--- src/hdl/pid_post_pkg.sv ---
package pid_post_pkg;

  // Clock and time base
  localparam int unsigned CLK_PERIOD_NS   = 10;
  localparam int unsigned STEP_TIME_MS    = 10;
  localparam int unsigned STEP_CYCLES_DEF =
    STEP_TIME_MS * 1000000 / CLK_PERIOD_NS;
  localparam int unsigned DWELL_UNIT_MS   = 100;
  localparam int unsigned DWELL_STEPS     = DWELL_UNIT_MS / STEP_TIME_MS;

  // Register byte offsets
  localparam logic [11:0] ADDR_CTRL        = 12'h000;
  localparam logic [11:0] ADDR_OFFSET      = 12'h004;
  localparam logic [11:0] ADDR_FILTER      = 12'h008;
  localparam logic [11:0] ADDR_GAIN        = 12'h00c;
  localparam logic [11:0] ADDR_LOW_LEVEL   = 12'h010;
  localparam logic [11:0] ADDR_LOW_TIME    = 12'h014;
  localparam logic [11:0] ADDR_HIGH_LEVEL  = 12'h018;
  localparam logic [11:0] ADDR_HIGH_TIME   = 12'h01c;
  localparam logic [11:0] ADDR_SLEEP_LEVEL = 12'h020;
  localparam logic [11:0] ADDR_SLEEP_DELAY = 12'h024;
  localparam logic [11:0] ADDR_STATUS      = 12'h028;
  localparam logic [11:0] ADDR_IRQ_STATUS  = 12'h02c;
  localparam logic [11:0] ADDR_IRQ_MASK    = 12'h030;
  localparam logic [11:0] ADDR_OUTPUT      = 12'h034;

  // Control register fields
  localparam int unsigned CTRL_MODE_LSB = 0;
  localparam int unsigned CTRL_POL_BIT  = 3;
  localparam int unsigned CTRL_REV_BIT  = 4;
  localparam int unsigned CTRL_LOSS_LSB = 5;
  localparam int unsigned CTRL_STOP_LSB = 8;
  localparam int unsigned CTRL_FCLR_BIT = 10;

  // Reset values and ranges
  localparam logic signed [15:0] OFFSET_RST  = 16'sh0000;
  localparam logic signed [15:0] OFFSET_MAX  = 16'sh03e8;
  localparam logic [10:0]        FILTER_RST  = 11'h000;
  localparam logic [10:0]        FILTER_MAX  = 11'h3e8;
  localparam logic [11:0]        GAIN_RST    = 12'h064;
  localparam logic [11:0]        GAIN_MAX    = 12'h9c4;
  localparam logic [31:0]        GAIN_UNITY  = 32'h0000_0064;
  localparam logic [6:0]         LOW_LVL_RST = 7'h00;
  localparam logic [6:0]         HI_LVL_RST  = 7'h64;
  localparam logic [6:0]         LEVEL_MAX   = 7'h64;
  localparam logic [7:0]         DET_TIME_RST = 8'h0a;
  localparam logic [11:0]        SLEEP_LVL_RST = 12'h000;
  localparam logic [11:0]        SLEEP_LVL_MAX = 12'hfa0;
  localparam logic [7:0]         SLEEP_DLY_RST = 8'h00;
  localparam logic [2:0]         MODE_MAX    = 3'h4;
  localparam logic [2:0]         LOSS_MAX    = 3'h5;
  localparam logic [15:0]        FULL_SCALE  = 16'h03e8;
  localparam logic [15:0]        LEVEL_SCALE = 16'h000a;
  localparam logic [15:0]        MAX_FREQ_DEF = 16'h0258;

  // Modes and loss classes
  localparam logic [2:0] MODE_OFF     = 3'h0;
  localparam logic [2:0] MODE_TRIM_1  = 3'h3;
  localparam logic [2:0] MODE_TRIM_2  = 3'h4;
  localparam logic [2:0] LOSS_ALARM   = 3'h1;
  localparam logic [2:0] LOSS_FAULT   = 3'h2;
  localparam logic [2:0] LOSS_ALWAYS  = 3'h3;

  // Interrupt bits
  localparam int unsigned IRQ_LOW   = 0;
  localparam int unsigned IRQ_HIGH  = 1;
  localparam int unsigned IRQ_FAULT = 2;
  localparam int unsigned IRQ_SLEEP = 3;
  localparam int unsigned IRQ_WAKE  = 4;
  localparam int unsigned IRQ_W     = 5;

  // Filter fraction bits
  localparam int unsigned FILT_FRAC = 8;

  typedef enum logic [1:0] {
    SLP_AWAKE  = 2'b00,
    SLP_ASLEEP = 2'b01
  } sleep_state_t;

endpackage : pid_post_pkg

--- src/hdl/pid_output_feedback_sleep.sv ---
// Behaviour
// - Add signed offset to controller output
// - First-order lag filter, zero time bypasses
// - Polarity select inverts controller action
// - Multiply output by programmable gain
// - Negative output clamps and stops, or reverses
// - Trim modes ignore reverse, no clamp
// - Low feedback dwell detection
// - High feedback dwell detection
// - Loss mode 0: flags only, keep running
// - Loss mode 1: flags plus alarm output
// - Loss mode 2: latched fault, stop motor
// - Modes 3-5 detect despite disable input
// - Sleep below level, wake above, both delayed
// - Sleep supervision always active
// - Sleep stops with selected stop method
// - Programmable sleep delay, default zero
// - Trim modes add output to reference
//
// Implementation choices: the address map and the APB slave port.
module pid_output_feedback_sleep
  import pid_post_pkg::*;
#(
  parameter int unsigned STEP_CYCLES = STEP_CYCLES_DEF
) (
  // Clock and reset
  input  wire logic               pclk,
  input  wire logic               presetn,
  // APB slave
  input  wire logic               psel,
  input  wire logic               penable,
  input  wire logic               pwrite,
  input  wire logic [11:0]        paddr,
  input  wire logic [31:0]        pwdata,
  output logic      [31:0]        prdata_q,
  output logic                    pready_q,
  output logic                    pslverr_q,
  // Process inputs
  input  wire logic signed [15:0] pid_core_in,
  input  wire logic        [15:0] freq_ref_in,
  input  wire logic        [15:0] feedback_in,
  input  wire logic        [15:0] max_freq_in,
  input  wire logic               pid_disable_in,
  input  wire logic               run_cmd_in,
  // Drive output stage
  output logic             [15:0] freq_cmd_q,
  output logic                    dir_reverse_q,
  output logic                    run_enable_q,
  output logic              [1:0] stop_method_q,
  // Supervision outputs
  output logic                    fb_low_flag_q,
  output logic                    fb_high_flag_q,
  output logic                    alarm_q,
  output logic                    fault_q,
  output logic                    sleep_q,
  output logic                    irq_q
);

  // Saturate to the symmetric range -32767 to +32767
  function automatic logic signed [15:0] sat16(input logic signed [31:0] v);
    if (v > 32'sd32767) begin
      return 16'sh7fff;
    end else if (v < -32'sd32767) begin
      return -16'sh7fff;
    end
    return v[15:0];
  endfunction : sat16

  // Percent of max frequency (0.1 %) to 0.1 Hz
  function automatic logic [15:0] to_dhz(input logic [15:0] pct,
                                         input logic [15:0] fmax);
    logic [31:0] p;
    p = 32'(pct) * 32'(fmax) / 32'(FULL_SCALE);
    return p[15:0];
  endfunction : to_dhz

  // Settings
  logic        [2:0]  function_mode_q;
  logic               output_polarity_select_q;
  logic               reverse_select_q;
  logic        [2:0]  loss_action_select_q;
  logic        [1:0]  stop_method_setting_q;
  logic signed [15:0] output_offset_setting_q;
  logic        [10:0] output_filter_time_constant_q;
  logic        [11:0] output_gain_setting_q;
  logic        [6:0]  low_detection_level_q;
  logic        [7:0]  low_detection_time_q;
  logic        [6:0]  high_detection_level_q;
  logic        [7:0]  high_detection_time_q;
  logic        [11:0] sleep_level_q;
  logic        [7:0]  sleep_delay_q;
  logic        [IRQ_W-1:0] irq_status_q;
  logic        [IRQ_W-1:0] irq_mask_q;

  // Internal state
  logic        [31:0] step_cnt_q;
  logic        [3:0]  dwell_cnt_q;
  logic               step_tick;
  logic               dwell_tick;
  logic signed [31:0] filt_q;
  logic        [7:0]  det_cnt_q [2];
  logic        [1:0]  det_q;
  logic        [1:0]  fault_kind_q;
  logic        [7:0]  sleep_cnt_q;
  sleep_state_t       sleep_state_q;

  // Bus decode
  logic wr_en;
  logic setup;
  assign setup = psel && !penable;
  assign wr_en = psel && penable && pready_q && pwrite;

  // Step tick every 10 ms and dwell tick every 0.1 s
  always_ff @(posedge pclk or negedge presetn) begin
    if (!presetn) begin
      step_cnt_q  <= 32'h0;
      dwell_cnt_q <= 4'h0;
    end else if (step_tick) begin
      step_cnt_q  <= 32'h0;
      dwell_cnt_q <= dwell_tick ? 4'h0 : dwell_cnt_q + 4'h1;
    end else begin
      step_cnt_q <= step_cnt_q + 32'h1;
    end
  end
  assign step_tick  = (step_cnt_q == STEP_CYCLES - 1);
  assign dwell_tick = step_tick && (dwell_cnt_q == 4'(DWELL_STEPS - 1));

  // Controller output chain, combinational
  logic               pid_active;
  logic signed [31:0] pol_v;
  logic signed [15:0] offs_v;
  logic signed [15:0] filt_v;
  logic signed [15:0] gain_v;
  logic signed [31:0] trim_v;
  logic        [15:0] cmd_d;
  logic               rev_d;
  logic               clamp_stop;
  logic        [15:0] sleep_src;
  logic        [1:0]  det_cond;
  logic               det_enable;
  logic        [2:0]  loss_class;

  always_comb begin
    pid_active = (function_mode_q != MODE_OFF) && !pid_disable_in;
    // Reverse acting swaps the sign of the core output
    pol_v  = output_polarity_select_q ? -32'(pid_core_in)
                                      : 32'(pid_core_in);
    offs_v = sat16(pol_v + 32'(output_offset_setting_q));
    filt_v = (output_filter_time_constant_q == 11'h0)
             ? offs_v : sat16(filt_q >>> FILT_FRAC);
    gain_v = sat16(32'(filt_v) * $signed(32'(output_gain_setting_q))
                   / $signed(GAIN_UNITY));
    trim_v = 32'(freq_ref_in) + 32'(gain_v);
    cmd_d      = freq_ref_in;
    rev_d      = 1'b0;
    clamp_stop = 1'b0;
    if (pid_active && (function_mode_q == MODE_TRIM_1 ||
                       function_mode_q == MODE_TRIM_2)) begin
      // Trim: add to reference, sign gives direction
      if (trim_v < 0) begin
        rev_d = 1'b1;
        cmd_d = 16'(-sat16(trim_v));
      end else begin
        cmd_d = 16'(sat16(trim_v));
      end
    end else if (pid_active) begin
      if (gain_v >= 0) begin
        cmd_d = 16'(gain_v);
      end else if (reverse_select_q) begin
        rev_d = 1'b1;
        cmd_d = 16'(-gain_v);
      end else begin
        cmd_d      = 16'h0;
        clamp_stop = 1'b1;
      end
    end
    // Sleep watches PID output, or the reference without PID
    sleep_src = to_dhz(cmd_d, max_freq_in);
    // Levels are whole percent, feedback is 0.1 %
    det_cond[0] = feedback_in <
                  16'(low_detection_level_q) * LEVEL_SCALE;
    det_cond[1] = feedback_in >
                  16'(high_detection_level_q) * LEVEL_SCALE;
    det_enable = (function_mode_q != MODE_OFF) &&
                 (!pid_disable_in ||
                  loss_action_select_q >= LOSS_ALWAYS);
    loss_class = (loss_action_select_q >= LOSS_ALWAYS)
                 ? loss_action_select_q - LOSS_ALWAYS
                 : loss_action_select_q;
  end

  // Lag filter state, stepped every 10 ms: y += (x - y) / T
  always_ff @(posedge pclk or negedge presetn) begin
    if (!presetn) begin
      filt_q <= 32'sh0;
    end else if (output_filter_time_constant_q == 11'h0) begin
      filt_q <= 32'(offs_v) <<< FILT_FRAC;
    end else if (step_tick) begin
      filt_q <= filt_q + ((32'(offs_v) <<< FILT_FRAC) - filt_q)
                / $signed(32'(output_filter_time_constant_q));
    end
  end

  // Feedback dwell timers, counted in 0.1 s
  always_ff @(posedge pclk or negedge presetn) begin
    if (!presetn) begin
      det_cnt_q[0] <= 8'h0;
      det_cnt_q[1] <= 8'h0;
      det_q        <= 2'b00;
    end else begin
      for (int i = 0; i < 2; i++) begin
        if (!det_enable || !det_cond[i]) begin
          det_cnt_q[i] <= 8'h0;
          det_q[i]     <= 1'b0;
        end else if (det_cnt_q[i] >=
                     (i == 0 ? low_detection_time_q
                             : high_detection_time_q)) begin
          det_q[i] <= 1'b1;
        end else if (dwell_tick) begin
          det_cnt_q[i] <= det_cnt_q[i] + 8'h1;
        end
      end
    end
  end

  // Fault latch, new detection wins over a clear
  always_ff @(posedge pclk or negedge presetn) begin
    if (!presetn) begin
      fault_kind_q <= 2'b00;
    end else begin
      for (int i = 0; i < 2; i++) begin
        if (det_q[i] && loss_class == LOSS_FAULT) begin
          fault_kind_q[i] <= 1'b1;
        end else if (wr_en && paddr == ADDR_CTRL &&
                     pwdata[CTRL_FCLR_BIT]) begin
          fault_kind_q[i] <= 1'b0;
        end
      end
    end
  end

  // Sleep state machine with shared delay
  always_ff @(posedge pclk or negedge presetn) begin
    if (!presetn) begin
      sleep_state_q <= SLP_AWAKE;
      sleep_cnt_q   <= 8'h0;
    end else begin
      case (sleep_state_q)
        SLP_AWAKE: begin
          if (sleep_src >= 16'(sleep_level_q)) begin
            sleep_cnt_q <= 8'h0;
          end else if (sleep_cnt_q >= sleep_delay_q) begin
            sleep_state_q <= SLP_ASLEEP;
            sleep_cnt_q   <= 8'h0;
          end else if (dwell_tick) begin
            sleep_cnt_q <= sleep_cnt_q + 8'h1;
          end
        end
        SLP_ASLEEP: begin
          if (sleep_src <= 16'(sleep_level_q)) begin
            sleep_cnt_q <= 8'h0;
          end else if (sleep_cnt_q >= sleep_delay_q) begin
            sleep_state_q <= SLP_AWAKE;
            sleep_cnt_q   <= 8'h0;
          end else if (dwell_tick) begin
            sleep_cnt_q <= sleep_cnt_q + 8'h1;
          end
        end
        default: begin
          sleep_state_q <= SLP_AWAKE;
          sleep_cnt_q   <= 8'h0;
        end
      endcase
    end
  end

  // Drive and supervision outputs, all registered
  always_ff @(posedge pclk or negedge presetn) begin
    if (!presetn) begin
      freq_cmd_q     <= 16'h0;
      dir_reverse_q  <= 1'b0;
      run_enable_q   <= 1'b0;
      stop_method_q  <= 2'h0;
      fb_low_flag_q  <= 1'b0;
      fb_high_flag_q <= 1'b0;
      alarm_q        <= 1'b0;
      fault_q        <= 1'b0;
      sleep_q        <= 1'b0;
    end else begin
      freq_cmd_q    <= cmd_d;
      dir_reverse_q <= rev_d;
      // Sleep, fault and clamp all stop the drive
      run_enable_q  <= run_cmd_in && !clamp_stop &&
                       (sleep_state_q == SLP_AWAKE) &&
                       (fault_kind_q == 2'b00);
      stop_method_q <= stop_method_setting_q;
      fb_low_flag_q  <= det_q[0] && loss_class != LOSS_FAULT;
      fb_high_flag_q <= det_q[1] && loss_class != LOSS_FAULT;
      alarm_q <= (|det_q) && loss_class == LOSS_ALARM;
      fault_q <= |fault_kind_q;
      sleep_q <= sleep_state_q == SLP_ASLEEP;
    end
  end

  // Settings registers; out-of-range writes saturate, except mode and loss selects, which are refused
  always_ff @(posedge pclk or negedge presetn) begin
    if (!presetn) begin
      function_mode_q               <= MODE_OFF;
      output_polarity_select_q      <= 1'b0;
      reverse_select_q              <= 1'b0;
      loss_action_select_q          <= 3'h0;
      stop_method_setting_q         <= 2'h0;
      output_offset_setting_q       <= OFFSET_RST;
      output_filter_time_constant_q <= FILTER_RST;
      output_gain_setting_q         <= GAIN_RST;
      low_detection_level_q         <= LOW_LVL_RST;
      low_detection_time_q          <= DET_TIME_RST;
      high_detection_level_q        <= HI_LVL_RST;
      high_detection_time_q         <= DET_TIME_RST;
      sleep_level_q                 <= SLEEP_LVL_RST;
      sleep_delay_q                 <= SLEEP_DLY_RST;
      irq_mask_q                    <= '0;
    end else if (wr_en) begin
      case (paddr)
        ADDR_CTRL: begin
          if (pwdata[CTRL_MODE_LSB +: 3] <= MODE_MAX) begin
            function_mode_q <= pwdata[CTRL_MODE_LSB +: 3];
          end
          output_polarity_select_q <= pwdata[CTRL_POL_BIT];
          reverse_select_q         <= pwdata[CTRL_REV_BIT];
          // Values above five are refused
          if (pwdata[CTRL_LOSS_LSB +: 3] <= LOSS_MAX) begin
            loss_action_select_q <= pwdata[CTRL_LOSS_LSB +: 3];
          end
          stop_method_setting_q <= pwdata[CTRL_STOP_LSB +: 2];
        end
        ADDR_OFFSET: begin
          if ($signed(pwdata[15:0]) > OFFSET_MAX) begin
            output_offset_setting_q <= OFFSET_MAX;
          end else if ($signed(pwdata[15:0]) < -OFFSET_MAX) begin
            output_offset_setting_q <= -OFFSET_MAX;
          end else begin
            output_offset_setting_q <= pwdata[15:0];
          end
        end
        ADDR_FILTER: output_filter_time_constant_q <=
          (pwdata[10:0] > FILTER_MAX) ? FILTER_MAX : pwdata[10:0];
        ADDR_GAIN: output_gain_setting_q <=
          (pwdata[11:0] > GAIN_MAX) ? GAIN_MAX : pwdata[11:0];
        ADDR_LOW_LEVEL: low_detection_level_q <=
          (pwdata[6:0] > LEVEL_MAX) ? LEVEL_MAX : pwdata[6:0];
        ADDR_LOW_TIME: low_detection_time_q <= pwdata[7:0];
        ADDR_HIGH_LEVEL: high_detection_level_q <=
          (pwdata[6:0] > LEVEL_MAX) ? LEVEL_MAX : pwdata[6:0];
        ADDR_HIGH_TIME: high_detection_time_q <= pwdata[7:0];
        ADDR_SLEEP_LEVEL: sleep_level_q <=
          (pwdata[11:0] > SLEEP_LVL_MAX) ? SLEEP_LVL_MAX : pwdata[11:0];
        ADDR_SLEEP_DELAY: sleep_delay_q <= pwdata[7:0];
        ADDR_IRQ_MASK: irq_mask_q <= pwdata[IRQ_W-1:0];
        default: begin
        end
      endcase
    end
  end

  // Interrupt events: rising detections, fault, sleep entry and exit
  logic [IRQ_W-1:0] irq_ev;
  logic [1:0]       det_prev_q;
  logic             fault_prev_q;
  logic             sleep_prev_q;
  assign irq_ev[IRQ_LOW]   = det_q[0] && !det_prev_q[0];
  assign irq_ev[IRQ_HIGH]  = det_q[1] && !det_prev_q[1];
  assign irq_ev[IRQ_FAULT] = (|fault_kind_q) && !fault_prev_q;
  assign irq_ev[IRQ_SLEEP] = (sleep_state_q == SLP_ASLEEP) && !sleep_prev_q;
  assign irq_ev[IRQ_WAKE]  = (sleep_state_q == SLP_AWAKE) && sleep_prev_q;

  // Sticky status, set wins over write-one-to-clear
  always_ff @(posedge pclk or negedge presetn) begin
    if (!presetn) begin
      det_prev_q   <= 2'b00;
      fault_prev_q <= 1'b0;
      sleep_prev_q <= 1'b0;
      irq_status_q <= '0;
      irq_q        <= 1'b0;
    end else begin
      det_prev_q   <= det_q;
      fault_prev_q <= |fault_kind_q;
      sleep_prev_q <= sleep_state_q == SLP_ASLEEP;
      if (wr_en && paddr == ADDR_IRQ_STATUS) begin
        irq_status_q <= (irq_status_q & ~pwdata[IRQ_W-1:0]) | irq_ev;
      end else begin
        irq_status_q <= irq_status_q | irq_ev;
      end
      irq_q <= |(irq_status_q & irq_mask_q);
    end
  end

  // APB: data captured in setup, ready in the access cycle
  always_ff @(posedge pclk or negedge presetn) begin
    if (!presetn) begin
      prdata_q  <= 32'h0;
      pready_q  <= 1'b0;
      pslverr_q <= 1'b0;
    end else begin
      pready_q  <= setup;
      pslverr_q <= 1'b0;
      if (setup) begin
        prdata_q <= 32'h0;
        case (paddr)
          ADDR_CTRL: prdata_q <= 32'({stop_method_setting_q,
                                     loss_action_select_q,
                                     reverse_select_q,
                                     output_polarity_select_q,
                                     function_mode_q});
          ADDR_OFFSET:      prdata_q <= 32'(output_offset_setting_q);
          ADDR_FILTER:      prdata_q <= 32'(output_filter_time_constant_q);
          ADDR_GAIN:        prdata_q <= 32'(output_gain_setting_q);
          ADDR_LOW_LEVEL:   prdata_q <= 32'(low_detection_level_q);
          ADDR_LOW_TIME:    prdata_q <= 32'(low_detection_time_q);
          ADDR_HIGH_LEVEL:  prdata_q <= 32'(high_detection_level_q);
          ADDR_HIGH_TIME:   prdata_q <= 32'(high_detection_time_q);
          ADDR_SLEEP_LEVEL: prdata_q <= 32'(sleep_level_q);
          ADDR_SLEEP_DELAY: prdata_q <= 32'(sleep_delay_q);
          ADDR_STATUS: prdata_q <= 32'({fault_kind_q, alarm_q,
                                       fb_high_flag_q, fb_low_flag_q,
                                       sleep_q});
          ADDR_IRQ_STATUS:  prdata_q <= 32'(irq_status_q);
          ADDR_IRQ_MASK:    prdata_q <= 32'(irq_mask_q);
          ADDR_OUTPUT: prdata_q <= {14'h0, dir_reverse_q, run_enable_q,
                                    freq_cmd_q};
          default: pslverr_q <= 1'b1;
        endcase
      end
    end
  end

endmodule : pid_output_feedback_sleep

--- config.mk ---
export PLATFORM = sky130hd
export DESIGN_NAME = pid_output_feedback_sleep
export DESIGN_NICKNAME = d
export VERILOG_FILES = /design/src/hdl/pid_post_pkg.sv /design/src/hdl/pid_output_feedback_sleep.sv
export SDC_FILE = /design/constraint.sdc
export NUM_CORES = 2
export LEC_CHECK = 0
export BUFFER_PORTS_ARGS = -buffer_cell sky130_fd_sc_hd__buf_2
export CAP_MARGIN = 10
export CORE_ASPECT_RATIO = 1.5
export CORE_UTILIZATION = 60
export CTS_CLUSTER_DIAMETER = 120
export DETAILED_ROUTE_END_ITERATION = 8
export HOLD_SLACK_MARGIN = 0.08
export PLACE_DENSITY = 0.8
export SETUP_SLACK_MARGIN = 0.2
export SYNTH_ARGS = -nofsm -noshare
export SYNTH_HDL_FRONTEND = slang
export SYNTH_SLANG_ARGS = --single-unit
--- constraint.sdc ---
create_clock -name pclk -period 115.8 [get_ports pclk]
set_clock_uncertainty 0.2 [all_clocks]
set_input_delay 11.58 -clock pclk [delete_from_list [all_inputs] [get_ports pclk]]
set_output_delay 11.58 -clock pclk [all_outputs]
set_load 0.01 [all_outputs]
==> impl_metrics.csv <==
group,metric,value,unit
critical_path,slowest_stage,"a2111oi_0",
grt,overflow,0,
layout,syn2layout_area_growth,9.62,%
logic_synthesis,synth_top_flop_cell,"dfrtp_1",
logic_synthesis,netlist.top_cell.by_area,"ha_1",
critical_path,critPathCaptureType,"flip-flop",
cts,clkLatencyLatePin,0.59,ns
drt,post_drt_wl_per_cell,21.3,µm
logic_synthesis,syn-cell-area,71300,µm²
drt,num_vias,76600,
logic_synthesis,synth.most_common_cell,"nand2_1",
logic_synthesis,synth_cell_types,141,
critical_path,timing.critical_path.mode_cell,"o21a_1",
cts,cts_buffers,28,
critical_path,critPathMaxStageDelay,0.99,ns
critical_path,arrival,110.69,ns
floorplan,dieWidth,284,µm
sta,fin_crit,110.39,ns
cts,cts_sinks,255,
drt,wl,244,mm
outcome,outcome,"finished, final reports clean",
floorplan,die_y,424,µm
layout,post_layout_nonfiller_instances,11400,
cts,cts-root-buf,"clkbuf_16",
logic_synthesis,synth_top_family_by_area,"compound AO/OA/AOI/OAI gates",
logic_synthesis,synth_edf_count,0,
cts,postCtsHoldBufs,0,
cts,htreeDepth,1,
layout,fill_cells,10400,
cts,path_clk_slew,0.07,ns
logic_synthesis,avgSynthCellArea,7.41,µm²
drt,avgViaCountPerCell,6.70,
layout,final_nets,11000,
placement,dpl.hpwl,195,mm
critical_path,worstSetupPathType,"in -> reg",
layout,drive_gt1_frac,0.123,
critical_path,cp.required,116.10,ns
placement,io_buffers,158,
layout,fin_util,0.664,
drt,dr.first_iter.drc_count,5738,
critical_path,critPathLaunchType,"input port",
sta,finalHoldViolCount,0,
sta,fin_crit_sh,0.953,
grt,grt_pass1_vias,75900,
logic_synthesis,async_flop_share,1.00,
drt,first_pass_iters,9,
layout,fin_area,78200,µm²
sta,setup_viol,0,
logic_synthesis,ys_seq_area_frac,0.0896,
logic_synthesis,synthAdderAreaFrac,0.224,
floorplan,dieArea,120000,µm²
logic_synthesis,ys_seq_elements,255,
logic_synthesis,synthTopCellsByArea,"ha_1 (12%), fa_1 (11%), dfrtp_1 (8.6%)",
placement,placedCellCount,11300,
logic_synthesis,synth_xor_area_frac,0.0636,
sta,slew-limit-headroom,0.140,
floorplan,row_count,154,
logic_synthesis,synth_common_cells,"nand2_1 (942), nor2_1 (791), inv_1 (748)",
grt,grt_usage,0.390,
critical_path,cp_max_fo,20,
worst_hold_path,hold_path_class,"reg -> reg",
critical_path,rrSetupSlack,16.06,ns
grt,grt_max_degree,128,
cts,clockBufferDepth,3,
placement,gp_routability_congestion,1.02,
logic_synthesis,synth-simple-area-share,0.256,
sta,finalMaxSlewViolations,0,
drt,drtAntennaViolNets,0,
logic_synthesis,synth_compound_area_frac,0.272,
sta,max_freq,0.00906,GHz
logic_synthesis,synth_top_area_frac,0.117,
floorplan,core_area,118000,µm²
run,cap_violations,0,
logic_synthesis,ys_warn_count,0,
drt,drc,0,
cts,cts_tree,"done",
grt,grt_antenna_before_repair,13,
sta,worst_pin_slew,1.29,ns
floorplan,initial_core_util,0.606,
placement,placed_area,75200,µm²
grt,grt_pass1_wl,387,mm
logic_synthesis,synth_cells,9625,
logic_synthesis,syn_nets,10800,
floorplan,ioPinCount,175,
logic_synthesis,synthMuxAreaShare,0.0340,
-- cells by family after synthesis --
family / count (synthesis)
compound gates: 2808
buf+inv: 1117
simple gates: 3647
xor+xnor: 518
fa+ha+maj: 1054
flops: 255
mux: 226
-- path summary, 6_finish.rpt --
path	from	to	depth (start not counted)
max	pid_core_in[2]	filt_q[31]	554
min	det_q[1]	det_prev_q[1]	0
max reg2reg	output_polarity_select_q	filt_q[31]	545
min reg2reg	det_q[1]	det_prev_q[1]	0
max in group asynchronous	presetn	freq_cmd_q[10]	2
min in group asynchronous	presetn	low_detection_time_q[4]	1
-- cells in the final DEF (no fill, tap or decap), types with 264 or more instances in the layout --
cell	synthesis	layout
o21a_1	313	308
ha_1	666	650
a21oi_1	586	523
nor3_1	439	429
buf_4	20	393
inv_1	748	745
nand2_1	942	922
nor2_1	791	742
xnor2_1	355	353
fa_1	377	377
o21ai_0	465	424
and2_1	265	264
-- routing by layer --
metal  part of all wire  up-vias  global-route usage  wire (µm)
met5            0.00021        -                   0         52
met4              0.088        6               0.296      21400
met3              0.065     1153              0.0495      15800
met2               0.49     3314               0.707     120000
met1               0.36    36500               0.412      86700
li1                   -    35600                   -          -
-- metrics by stage --
stage / hold slack, ns / TNS, ns / setup WS [ns]
after detailed placement: 0.192 / -8.80 / -2.03
after global routing: 0.214 / -1.44 / -0.603
after CTS: 0.205 / 0 / 0.246
final: 0.209 / 0 / 5.41
after global placement: 0.183 / -0.188 / -0.188
after floorplan: 0.174 / 0 / 0.214
-- critical path, delay by kind of cell --
family,cells,cell delay (ns)
multiplexers,5,1.50
buffers and inverters,37,4.44
adder cells (fa/ha/maj),35,10.25
AND/OR/NAND/NOR,151,25.20
AO/OA/AOI/OAI,323,57.10
XOR/XNOR,3,0.43
-- what timing repair did --
| item | in CTS | in global routing |
|---|---|---|
| endpoints found under the setup margin | 10 | 32 |
| gates resized for setup | 38 | 291 |
| pin swaps | 7 | 120 |
| setup buffers | 11 | 77 |
-- final cells by class --
| class | count | area, µm² | area share |
|---|---|---|---|
| multi-input combinational | 8253 | 62100 | 0.794 |
| sequential | 255 | 6390 | 0.0818 |
| clock inverter | 13 | 199 | 0.00254 |
| inverter | 751 | 2820 | 0.0361 |
| tap | 1560 | 1950 | 0.0250 |
| timing repair buffer | 562 | 3880 | 0.0496 |
| clock buffer | 39 | 802 | 0.0103 |
| antenna | 10 | 25.0 | 0.000320 |
-- state kept, by name, summed over array words and instances, names as in the netlist, 3 cells and up --
name and count:
high_detection_level_q 7, function_mode_q 3, high_detection_time_q 8, sleep_level_q 12
output_gain_setting_q 12, dwell_cnt_q 4, low_detection_time_q 8, det_cnt_q 16
output_offset_setting_q 16, sleep_delay_q 8, irq_status_q 5, irq_mask_q 5
prdata_q 19, freq_cmd_q 16, low_detection_level_q 7, loss_action_select_q 3
step_cnt_q 32, output_filter_time_constant_q 11, sleep_cnt_q 8, filt_q 32
Power is not shown: default switching activity piles up to over one toggle a cycle in this logic, so the estimate is an artifact.
